==> config.mk <==
export PLATFORM = sky130hd
export DESIGN_NAME = drs_refresh
export DESIGN_NICKNAME = d
export VERILOG_FILES = /design/src/hdl/drs_pkg.sv /design/src/hdl/drs_timer.sv /design/src/hdl/drs_refresh.sv
export SDC_FILE = /design/constraint.sdc
export NUM_CORES = 1
export LEC_CHECK = 0
export ABC_AREA = 1
export BUFFER_PORTS_ARGS = -buffer_cell sky130_fd_sc_hd__buf_2
export CORE_MARGIN = 2
export CORE_UTILIZATION = 56
export CTS_CLUSTER_SIZE = 10
export DETAILED_ROUTE_END_ITERATION = 8
export PLACE_DENSITY = 0.77
export SYNTH_ARGS = -nofsm -noshare
export SYNTH_HDL_FRONTEND = slang
export SYNTH_HIERARCHICAL = 1
export SYNTH_SLANG_ARGS = --single-unit
==> constraint.sdc <==
create_clock -name MCLK -period 2.45 [get_ports MCLK]
set_input_delay 0.1225 -clock MCLK [delete_from_list [all_inputs] [get_ports MCLK]]
set_output_delay 0.1225 -clock MCLK [all_outputs]
set_load 0.005 [all_outputs]
==> src/hdl/drs_pkg.sv <==
// package: constants and types for the ddr3 refresh and self-refresh block
package drs_pkg;
  localparam int ROW_W        = 16;     // internal refresh row counter width
  localparam int BANKS        = 8;      // bank count
  localparam int T_RFC_CYC    = 7;      // refresh cycle time in clocks
  localparam int T_REFI_CYC   = 156;    // refresh interval in clocks
  localparam int T_CKE_CYC    = 3;      // least self-refresh residence
  localparam int T_XS_CYC     = 8;      // exit to non-dll command
  localparam int T_XSDLL_CYC  = 512;    // exit to dll command
  localparam int T_WR_SRX_CYC = 512;    // exit to first write
  localparam int MAX_DEFER    = 8;      // deferral / pull-in budget
  localparam int CRED_W       = 5;      // signed credit width
  localparam logic [ROW_W-1:0] ROW_RST = 16'h0000;
  typedef enum logic [2:0] {
    DRS_IDLE, DRS_REF, DRS_SR, DRS_SR_REF, DRS_XS, DRS_XSDLL
  } drs_state_t;
endpackage

==> src/hdl/drs_timer.sv <==
// file: reusable down-counting cycle timer
`timescale 1ns/1ps
module drs_timer #(
  parameter int W = 10
) (
  input  wire logic         clk,   // clock
  input  wire logic         rst_n, // async reset, active low
  input  wire logic         load,  // start count
  input  wire logic [W-1:0] value, // cycles to count
  output logic              busy   // count running
);
  logic [W-1:0] cnt;
  // counts down to zero; busy holds until zero reached
  always_ff @(posedge clk or negedge rst_n) begin
    if (!rst_n) begin
      cnt <= '0;
    end else if (load) begin
      cnt <= value;
    end else if (cnt != '0) begin
      cnt <= cnt - 1'b1;
    end
  end
  assign busy = (cnt != '0);
endmodule // drs_timer

==> src/hdl/drs_refresh.sv <==
// file: ddr3 refresh decode and self-refresh sequencing, device side
// Notes on behaviour
// - cs, ras, cas low with we high and cke high means refresh
// - refresh rows come from internal counter, address bus ignored
// - finished refresh leaves all banks precharged idle
// - refresh command with cke low means self-refresh entry
// - dll off on entry, re-enabled with reset on exit
// - in self-refresh only cke, reset and a nop on the command pins are heeded
// - device launches an internal refresh within tcke of entry
`timescale 1ns/1ps
module drs_refresh #(
  parameter int TRFC   = drs_pkg::T_RFC_CYC,    // refresh cycle clocks
  parameter int TREFI  = drs_pkg::T_REFI_CYC,   // refresh interval clocks
  parameter int TCKE   = drs_pkg::T_CKE_CYC,    // self-refresh residence
  parameter int TXS    = drs_pkg::T_XS_CYC,     // exit to non-dll command
  parameter int TXSDLL = drs_pkg::T_XSDLL_CYC   // exit to dll command
) (
  input  wire logic                          MCLK,        // controller clock
  input  wire logic                          RST_N,       // async reset, active low
  input  wire logic                          CS_N,        // chip select pin
  input  wire logic                          RAS_N,       // row strobe pin
  input  wire logic                          CAS_N,       // column strobe pin
  input  wire logic                          WE_N,        // write enable pin
  input  wire logic                          CKE,         // clock enable pin
  input  wire logic                          ODT,         // termination pin
  output logic                               REF_BUSY,    // internal refresh running
  output logic [drs_pkg::ROW_W-1:0]          REF_ROW,     // internal row being refreshed
  output logic                               BANKS_IDLE,  // all banks precharged idle
  output logic                               IN_SR,       // in self-refresh
  output logic                               DLL_ON,      // dll enabled
  output logic                               DLL_RESET,   // dll reset pulse on exit
  output logic                               DLL_LOCKED,  // txsdll elapsed since exit
  output logic                               XS_DONE,     // txs elapsed since exit
  output logic                               WRITE_OK,    // writes allowed again
  output logic                               ODT_ACTIVE,  // termination enabled
  output logic signed [drs_pkg::CRED_W-1:0]  CREDIT,      // refresh credit, neg = owed
  output logic                               ERR_TIMING   // sticky controller violation
);
  import drs_pkg::*;

  //////////////////////////////////////////////////////////////////////////
  // pin synchronisers: two flops before any logic reads a pin
  logic [5:0] s1, s2;
  always_ff @(posedge MCLK or negedge RST_N) begin
    if (!RST_N) begin
      s1 <= 6'h1f;
      s2 <= 6'h1f;
    end else begin
      s1 <= {ODT, CKE, WE_N, CAS_N, RAS_N, CS_N};
      s2 <= s1;
    end
  end
  // synchronised pin levels; reset values match the idle bus, so no false command
  wire cs_n = s2[0];
  wire ras_n = s2[1];
  wire cas_n = s2[2];
  wire we_n = s2[3];
  wire cke = s2[4];
  wire odt = s2[5];
  // previous cke, reset high so that release of reset never looks like an exit
  logic cke_d;
  always_ff @(posedge MCLK or negedge RST_N) begin
    if (!RST_N) cke_d <= 1'b1;
    else        cke_d <= cke;
  end

  //////////////////////////////////////////////////////////////////////////
  // command decode
  wire ref_pat = !cs_n && !ras_n && !cas_n && we_n;
  wire is_ref  = ref_pat && cke && cke_d;
  wire is_sre  = ref_pat && !cke && cke_d;
  wire is_nop  = cs_n || (ras_n && cas_n && we_n);
  wire is_srx  = cke && !cke_d && is_nop;

  //////////////////////////////////////////////////////////////////////////
  // state and timers
  drs_state_t state, next_state;
  logic rfc_busy, cke_busy, xs_busy, xsdll_busy, refi_busy;
  logic ld_rfc, ld_cke, ld_xs, ld_xsdll;
  logic ref_since_exit;

  drs_timer #(.W(10)) u_rfc (.clk(MCLK), .rst_n(RST_N), .load(ld_rfc),
    .value(10'(TRFC)), .busy(rfc_busy));
  drs_timer #(.W(10)) u_cke (.clk(MCLK), .rst_n(RST_N), .load(ld_cke),
    .value(10'(TCKE)), .busy(cke_busy));
  drs_timer #(.W(10)) u_xs (.clk(MCLK), .rst_n(RST_N), .load(ld_xs),
    .value(10'(TXS)), .busy(xs_busy));
  drs_timer #(.W(10)) u_xsdll (.clk(MCLK), .rst_n(RST_N), .load(ld_xsdll),
    .value(10'(TXSDLL)), .busy(xsdll_busy));
  // interval timer reloads itself on expiry; loading trefi-1 gives a trefi period
  wire ld_refi = !refi_busy;
  drs_timer #(.W(10)) u_refi (.clk(MCLK), .rst_n(RST_N), .load(ld_refi),
    .value(10'(TREFI - 1)), .busy(refi_busy));

  // self-refresh internal refresh launched on entry, inside tcke
  // entry only from states that decode it; exit is also taken while the entry refresh runs
  assign ld_cke   = (state == DRS_IDLE || state == DRS_XSDLL) && is_sre;
  assign ld_rfc   = ((state == DRS_IDLE || state == DRS_XSDLL) && is_ref) || ld_cke;
  assign ld_xs    = (state == DRS_SR || state == DRS_SR_REF) && is_srx && !cke_busy;
  assign ld_xsdll = ld_xs;

  // next-state: in self-refresh only cke and a nop on the command pins are decoded
  always_comb begin
    next_state = state;
    case (state)
      DRS_IDLE:   if (is_sre) next_state = DRS_SR_REF;
                  else if (is_ref) next_state = DRS_REF;
      DRS_REF:    if (!rfc_busy) next_state = DRS_IDLE;
      DRS_SR_REF: begin
        if (ld_xs) next_state = DRS_XS;
        else if (!rfc_busy) next_state = DRS_SR;
      end
      DRS_SR:     if (ld_xs) next_state = DRS_XS;
      DRS_XS:     if (!xs_busy) next_state = DRS_XSDLL;
      DRS_XSDLL: begin
        if (is_sre) next_state = DRS_SR_REF;
        else if (is_ref) next_state = DRS_REF;
        else if (!xsdll_busy) next_state = DRS_IDLE;
      end
      default:    next_state = DRS_IDLE;
    endcase
  end

  always_ff @(posedge MCLK or negedge RST_N) begin
    if (!RST_N) state <= DRS_IDLE;
    else        state <= next_state;
  end

  //////////////////////////////////////////////////////////////////////////
  // internal row counter, advanced per refresh; address bus never read
  always_ff @(posedge MCLK or negedge RST_N) begin
    if (!RST_N)      REF_ROW <= ROW_RST;
    else if (ld_rfc) REF_ROW <= REF_ROW + 1'b1;
  end

  // refresh credit: interval tick owes one outside self-refresh, refresh pays one, clamped at MAX_DEFER above only
  wire tick = !refi_busy;
  // the refresh launched by self-refresh entry is internal and earns no credit
  wire ext_ref = ld_rfc && !ld_cke;
  logic signed [CRED_W-1:0] next_credit;
  always_comb begin
    next_credit = CREDIT;
    if (ext_ref && !tick && CREDIT < CRED_W'(MAX_DEFER)) next_credit = CREDIT + 1'b1;
    else if (tick && !ext_ref && (state != DRS_SR && state != DRS_SR_REF))
      next_credit = CREDIT - 1'b1;
  end
  always_ff @(posedge MCLK or negedge RST_N) begin
    if (!RST_N) CREDIT <= '0;
    else        CREDIT <= next_credit;
  end

  // re-entry after exit needs one refresh first; checked only for entry from DRS_XSDLL
  always_ff @(posedge MCLK or negedge RST_N) begin
    if (!RST_N)     ref_since_exit <= 1'b1;
    else if (ld_xs) ref_since_exit <= 1'b0;
    else if (is_ref && state == DRS_XSDLL) ref_since_exit <= 1'b1;
  end

  //////////////////////////////////////////////////////////////////////////
  // controller violation monitor: sticky, for debug only
  wire v_rfc  = (state == DRS_REF) && !is_nop;
  wire v_defr = (CREDIT < -CRED_W'(MAX_DEFER));
  wire v_sre  = is_sre && ((CREDIT < 0) || rfc_busy || odt
                || (state == DRS_XSDLL && (xs_busy || !ref_since_exit)));
  wire v_cke  = (state == DRS_SR || state == DRS_SR_REF) && cke && cke_busy;
  wire v_xs   = (state == DRS_XS) && !is_nop;
  wire v_exit = (state == DRS_XSDLL) && (!cke || odt) && !is_sre;
  always_ff @(posedge MCLK or negedge RST_N) begin
    if (!RST_N) ERR_TIMING <= 1'b0;
    else if (v_rfc || v_defr || v_sre || v_cke || v_xs || v_exit) ERR_TIMING <= 1'b1;
  end

  //////////////////////////////////////////////////////////////////////////
  // registered status and dll control
  // write lockout counts a fixed 512 clocks, independent of the txsdll setting
  logic [9:0] wr_cnt;
  always_ff @(posedge MCLK or negedge RST_N) begin
    if (!RST_N) wr_cnt <= '0;
    else if (ld_xs) wr_cnt <= 10'(T_WR_SRX_CYC);
    else if (wr_cnt != '0) wr_cnt <= wr_cnt - 1'b1;
  end
  wire in_sr = (state == DRS_SR) || (state == DRS_SR_REF);
  always_ff @(posedge MCLK or negedge RST_N) begin
    if (!RST_N) begin
      REF_BUSY   <= 1'b0;
      BANKS_IDLE <= 1'b1;
      IN_SR      <= 1'b0;
      DLL_ON     <= 1'b1;
      DLL_RESET  <= 1'b0;
      DLL_LOCKED <= 1'b1;
      XS_DONE    <= 1'b1;
      WRITE_OK   <= 1'b1;
      ODT_ACTIVE <= 1'b0;
    end else begin
      REF_BUSY   <= rfc_busy || ld_rfc;
      BANKS_IDLE <= !(rfc_busy || ld_rfc);
      IN_SR      <= in_sr || ld_cke;
      DLL_ON     <= !(in_sr || ld_cke);
      DLL_RESET  <= ld_xs;
      DLL_LOCKED <= !(xsdll_busy || ld_xsdll || in_sr || ld_cke);
      XS_DONE    <= !(xs_busy || ld_xs || in_sr || ld_cke);
      WRITE_OK   <= (wr_cnt == '0) && !ld_xs && !in_sr && !ld_cke;
      ODT_ACTIVE <= odt && !in_sr && !ld_cke && !xsdll_busy;
    end
  end
endmodule // drs_refresh

# --- Word level (Yosys, flattened, before mapping) ---
# Index checks and enable logic that the tools add are counted.
word_totals:
  reg_bits: 108
  wordCells: 167
classes:
  addsub: 9
  order_cmp: 3
  n_eq_ne: 13
  n_mux: 26
  reduce_logical: 93
ops:
  columns: ["operator", "n"]
  rows:
  - ["2-to-1 mux 10 bit", 11]
  - ["nonzero test 10 bit", 6]
  - ["subtractor 10 x 1 -> 10 bit, second input constant", 6]
  - ["logical AND 1 bit", 36]
  - ["2-to-1 mux 3 bit", 10]
  - ["logical OR 1 bit", 22]
  - ["zero test 1 bit", 19]
  - ["one-hot mux 3 bit (6 select lines)", 1]
  - ["adder 16 x 1 -> 16 bit, second input constant", 1]
  - ["nonzero test 2 bit", 7]
  - ["zero test 10 bit", 1]
  - ["2-to-1 mux 5 bit", 2]
  - ["== test 3 x 2 -> 1 bit, second input constant", 2]
  - ["== test 3 bit, second input constant", 2]
  - ["!= test 2 bit, second input constant", 3]
  - ["!= test 3 x 2 -> 1 bit, second input constant", 2]
  - ["!= test 3 bit, second input constant", 2]
  - ["AND reduction 6 bit", 1]
  - ["adder 5 x 1 -> 5 bit, second input constant", 1]
  - ["< comparator 5 x 1 -> 1 bit, second input constant", 1]
  - ["< comparator 5 x 4 -> 1 bit, second input constant", 1]
  - ["< comparator 5 bit, second input constant", 1]
  - ["subtractor 5 x 1 -> 5 bit, second input constant", 1]
  - ["!= test 4 bit, second input constant", 1]
  - ["3 further kinds", 4]

# --- Longest topological paths before layout ---
logic_depth:
  ltp_word: 14
  mapped_depth: 16
  mapped_depth_nobuf: 16

# --- Cells and area by module ---
# The synthesis kept the hierarchy.
modules_own_cells:
  columns: ["module", "n_inst", "cells_each", "area_each_um2", "seq_area_each_um2"]
  rows:
  - ["drs_timer", 5, 94, 701.9, 250.2]
  - ["drs_refresh", 1, 346, 2939.1, 1472.7]

# --- Least setup slack after synthesis ---
# No wires, ideal clock.
synth_path:
  path_kind: "register -> register"
  start: "reg u_refi.cnt[0]"
  end: "reg CREDIT[4] (netlist name)"
  t_arrival_ns: 2.456
  required_time_ns: 2.385
  slack_ns: -0.071
  stages_incl_launch_ff: 17
  n_path_buf: 0
  period_less_slack_ns: 2.521
  path_cell_list: "dfrtp_1 > inv_2 > ha_1 > nand2_4 > nor2_8 > nand3_4 > inv_1 > a21oi_1 > nand3_2 > fa_1 > nand2_1 > nand2_1 > a21oi_1 > inv_1 > o21ai_0 > nand3_1 > nand2_1"
synth_between:
  elab_chain_cells: 5
synth_lines:
  columns: ["item", "line_no", "source"]
  rows:
  - ["from (decl)", "drs_timer.sv:12", "logic [W-1:0] cnt;"]
  - ["from (signal assigned)", "drs_timer.sv:18", "cnt <= value;"]
  - ["from (signal assigned)", "drs_timer.sv:20", "cnt <= cnt - 1'b1;"]
  - ["nonzero test 10 bit *", "drs_timer.sv:23", "assign busy = (cnt != '0);"]
  - ["via refi_busy", "drs_refresh.sv:78", "logic rfc_busy, cke_busy, xs_busy, xsdll_busy, refi_busy;"]
  - ["zero test 1 bit", "drs_refresh.sv:137", "wire tick = !refi_busy;"]
  - ["logical AND 1 bit (2 in series)", "drs_refresh.sv:144", "else if (tick && !ext_ref && (state != DRS_SR && state != DRS_SR_REF))"]
  - ["nonzero test 2 bit (no line)", null, null]
  - ["to (signal assigned)", "drs_refresh.sv:149", "else CREDIT <= next_credit;"]
  - ["to (decl)", "drs_refresh.sv:36", "output logic signed [drs_pkg::CRED_W-1:0] CREDIT,"]
# The timed path passes the listed nets; every way through them passes the cells marked *.
# A chain may end at the register's enable or synchronous reset.

# --- Worst setup path after layout ---
# Ends and elaborated chain as after synthesis.

==> metrics.cfg <==
[timing]
fin_skew_ns = 0.00683
worst_margin_pin_slew_ns = 0.555
period_utilization = 0.915
timing_hold_violations_final = 0
slew_headroom = 0.630
finalWorstPathRequiredPeriod_ns = 2.24
max_freq_ghz = 0.446
total_count_of_max_transition_violations_in_the_final_report = 0
holdWs_ns = 0.351
report.final.setup_viol = 0
setup_ws_ns = 0.208

[routing]
vias = 5367
number_of_nets_with_antenna_violations_after_detailed_routing = 0
drt_pre_antenna_iters = 4
routed_wirelength_microns = 12800
drc = 0
via_per_inst = 5.00
detail_route.iter0.violations = 288
drt-wirelength-per-cell_microns = 11.9

[floorplan]
die_area_sq_um = 12400
die-height_microns = 111
die_x_microns = 111
ioPinCount = 39
placementRows = 39
placeableCoreArea_sq_um = 11300
initial_utilization = 0.570

[synthesis]
synth_edf_count = 0
synthFlopType = sky130_fd_sc_hd__dfrtp_1
synthesis.area_sq_um = 6450
post_synth_inst_count = 816
synth.yosys.warnings = 6
synth_async_sr_flop_share = 1.00
synth_cell_type_count = 38
ys_seq_elements = 108
synth.avg_cell_area_sq_um = 7.90
synth-seq-area-share = 0.422

[setup_path]
worst-path-max-fanout = 4
critPathArrivalTime_ns = 2.54
timing_worst_setup_path_type = flop to flop
critPathRequiredTime_ns = 2.74
timing.critical_path.to_type = flop
element_type_at_the_critical_path_start = flop

[place]
place_ws_ns = -0.0119
finalWeightedCongestion = 0.856
dp_cells = 1048
dpl.hpwl_microns = 9280
portBuffers = 38

[pwr]
cellLeakagePower_uw = 0.00385
p_per_cell_area_nw_per_um2 = 769
vdd.ir_drop.worst_uv = 787
report.power.total_uw = 5780

[global_route]
grt_first_pass_wirelength_microns = 22100
grt_pass1_vias = 5018
overflow = 0
largest_net_degree_at_the_start_of_global_routing = 109
antenna_found_initial = 0
grt_usage = 0.215

[cells_and_area]
layout-area-overhead-vs-synth_pct = 16.6
antenna_cells = 0
filler_cell_count = 970
finish.net_count = 946
final-instance-count-excl-fill = 1074
post_route_cells_drive_above_1_share = 0.233

[cts]
cts_max_path_buffers = 2
cts-buffers-inserted = 9
clock_sinks = 108
tritoncts_clock_tree = built
cts.root.buffer_cell = sky130_fd_sc_hd__clkbuf_16
skew_pair_late_insertion_delay_ns = 0.36
clkTransAtPathRegs_ns = 0.07
clock_h_tree_levels = 3

[worst_hold_path]
hold_path_class = flop to flop

[status]
outcome = complete, no violations

[flow_run]
drv_cap = 0

## layout by cell type (no fill, tap or decap), types with 3 or more instances in the layout
master,n
sky130_fd_sc_hd__o21ai_1,41
sky130_fd_sc_hd__o21bai_2,5
sky130_fd_sc_hd__dfstp_2,17
sky130_fd_sc_hd__nand3_4,6
sky130_fd_sc_hd__buf_4,13
sky130_fd_sc_hd__nand4_2,5
sky130_fd_sc_hd__inv_1,64
sky130_fd_sc_hd__a22oi_2,5
sky130_fd_sc_hd__nor3_1,9
sky130_fd_sc_hd__nand3_1,82
sky130_fd_sc_hd__xor2_1,20
sky130_fd_sc_hd__nand4_1,13
sky130_fd_sc_hd__ha_1,10
sky130_fd_sc_hd__clkbuf_16,9
sky130_fd_sc_hd__nor2_4,6
sky130_fd_sc_hd__dlygate4sd3_1,7
sky130_fd_sc_hd__conb_1,50
sky130_fd_sc_hd__or2_2,5
sky130_fd_sc_hd__a21oi_1,28
sky130_fd_sc_hd__buf_2,37
sky130_fd_sc_hd__xnor2_1,3
sky130_fd_sc_hd__nor2_2,21
sky130_fd_sc_hd__nand2_2,4
sky130_fd_sc_hd__o21ai_0,19
sky130_fd_sc_hd__nor2_1,77
sky130_fd_sc_hd__dfrtp_1,91
sky130_fd_sc_hd__or2_0,6
sky130_fd_sc_hd__nand2_4,11
sky130_fd_sc_hd__nand2_1,184
sky130_fd_sc_hd__nor2_8,5
sky130_fd_sc_hd__clkinv_1,5
sky130_fd_sc_hd__inv_2,48
## timing repair
| item | in CTS | in global routing |
|---|---|---|
| endpoints found under the setup margin | 1 | 5 |
| pin swaps | 0 | 5 |
| setup buffers | 0 | 3 |
| resized for setup | 1 | 7 |
| endpoints found under the hold margin | 97 | 0 |
| hold buffers | 7 | 0 |
## sequential cells by signal (all words and copies together) (netlist names), 6 cells and up
signal       cells
REF_ROW         16
s1               6
s2               6
u_cke/cnt       10
u_refi/cnt      10
u_rfc/cnt       10
u_xs/cnt        10
u_xsdll/cnt     10
wr_cnt          10
## synthesized netlist by cell type, types with 3 or more instances
master,count,area share
sky130_fd_sc_hd__a21oi_1,30,0.023
sky130_fd_sc_hd__a22oi_2,5,0.0097
sky130_fd_sc_hd__buf_2,6,0.0047
sky130_fd_sc_hd__clkinv_1,5,0.0029
sky130_fd_sc_hd__dfrtp_1,91,0.35
sky130_fd_sc_hd__dfstp_2,17,0.069
sky130_fd_sc_hd__ha_1,11,0.021
sky130_fd_sc_hd__inv_1,65,0.038
sky130_fd_sc_hd__inv_2,48,0.028
sky130_fd_sc_hd__nand2_1,184,0.11
sky130_fd_sc_hd__nand2_2,4,0.0039
sky130_fd_sc_hd__nand2_4,11,0.019
sky130_fd_sc_hd__nand3_1,82,0.064
sky130_fd_sc_hd__nand3_2,3,0.0047
sky130_fd_sc_hd__nand3_4,5,0.014
sky130_fd_sc_hd__nand4_1,13,0.013
sky130_fd_sc_hd__nand4_2,5,0.0097
sky130_fd_sc_hd__nor2_1,77,0.045
sky130_fd_sc_hd__nor2_2,21,0.020
sky130_fd_sc_hd__nor2_4,6,0.010
sky130_fd_sc_hd__nor2_8,5,0.016
sky130_fd_sc_hd__nor3_1,10,0.0078
sky130_fd_sc_hd__o21ai_0,20,0.016
sky130_fd_sc_hd__o21ai_1,40,0.031
sky130_fd_sc_hd__o21bai_2,5,0.0087
sky130_fd_sc_hd__or2_0,6,0.0058
sky130_fd_sc_hd__or2_2,5,0.0049
sky130_fd_sc_hd__xnor2_1,3,0.0041
sky130_fd_sc_hd__xor2_1,20,0.027
## cell type report
| type | count | area [sq um] | share of cell area |
|---|---|---|---|
| clock buffer | 9 | 225 | 0.0300 |
| tap | 143 | 179 | 0.0238 |
| inverter | 118 | 447 | 0.0594 |
| sequential | 108 | 2720 | 0.362 |
| timing repair buffer | 59 | 393 | 0.0523 |
| clock inverter | 7 | 95.1 | 0.0126 |
| multi-input combinational | 630 | 3460 | 0.460 |
## per-stage QoR
step	TNS [ns]	util	area [sq um]
5_1_grt	-0.0349	0.664	7520
2_1_floorplan	0	-	6640
6_report	0	0.664	7520
3_5_place_dp	-0.0119	0.624	7070
4_1_cts	0	0.659	7460
3_3_place_gp	0	0.624	7070
## final timing paths
check / from / end / slack, ns / cells past startpoint
max: u_refi/cnt[0] / CREDIT[4] / 0.21 / 16
min: s1[5] / s2[5] / 0.35 / 0
max reg2reg: u_refi/cnt[0] / CREDIT[4] / 0.21 / 16
min reg2reg: s1[5] / s2[5] / 0.35 / 0
max in group asynchronous: RST_N / s1[4] / 1.66 / 3
min in group asynchronous: RST_N / u_xs/cnt[2] / 0.38 / 3
## critical path: stages, from the launching register on
cell                      delay [ns]
sky130_fd_sc_hd__dfrtp_1        0.38
sky130_fd_sc_hd__inv_2          0.07
sky130_fd_sc_hd__ha_4           0.17
sky130_fd_sc_hd__nand2_4        0.09
sky130_fd_sc_hd__nor2_8         0.05
sky130_fd_sc_hd__nand3_4        0.05
sky130_fd_sc_hd__inv_1          0.07
sky130_fd_sc_hd__a21oi_4        0.15
sky130_fd_sc_hd__nand3_4        0.12
sky130_fd_sc_hd__fa_2           0.39
sky130_fd_sc_hd__nand2_1        0.07
sky130_fd_sc_hd__nand2_1        0.06
sky130_fd_sc_hd__a21oi_2        0.18
sky130_fd_sc_hd__inv_1          0.08
sky130_fd_sc_hd__o21ai_1        0.12
sky130_fd_sc_hd__nand3_1        0.08
sky130_fd_sc_hd__nand2_1        0.06
## logic make-up after synthesis
group | synth area share
AOI/OAI and AO/OA | 0.0906
xor gates and xnor gates | 0.0312
adders and majority gates | 0.0244
buffers and inverters | 0.0763
DFF | 0.422
other | 0.00116
and+or+nand+nor | 0.354
## metal layers
| layer | GRT usage | share of wire | vias up |
|---|---|---|---|
| li1 | - | - | 2799 |
| met1 | 0.277 | 0.47 | 2467 |
| met2 | 0.366 | 0.48 | 91 |
| met3 | 0.0569 | 0.035 | 10 |
| met4 | 0.0502 | 0.0099 | 0 |
| met5 | 0 | 0 | - |
## where the power goes
| part | total (uW) | switching (uW) | internal (uW) |
|---|---|---|---|
| Combinational | 1760 | 1060 | 699 |
| Sequential | 2480 | 352 | 2130 |
| Clock | 1530 | 711 | 823 |
Power figures use the tool's default switching activity.
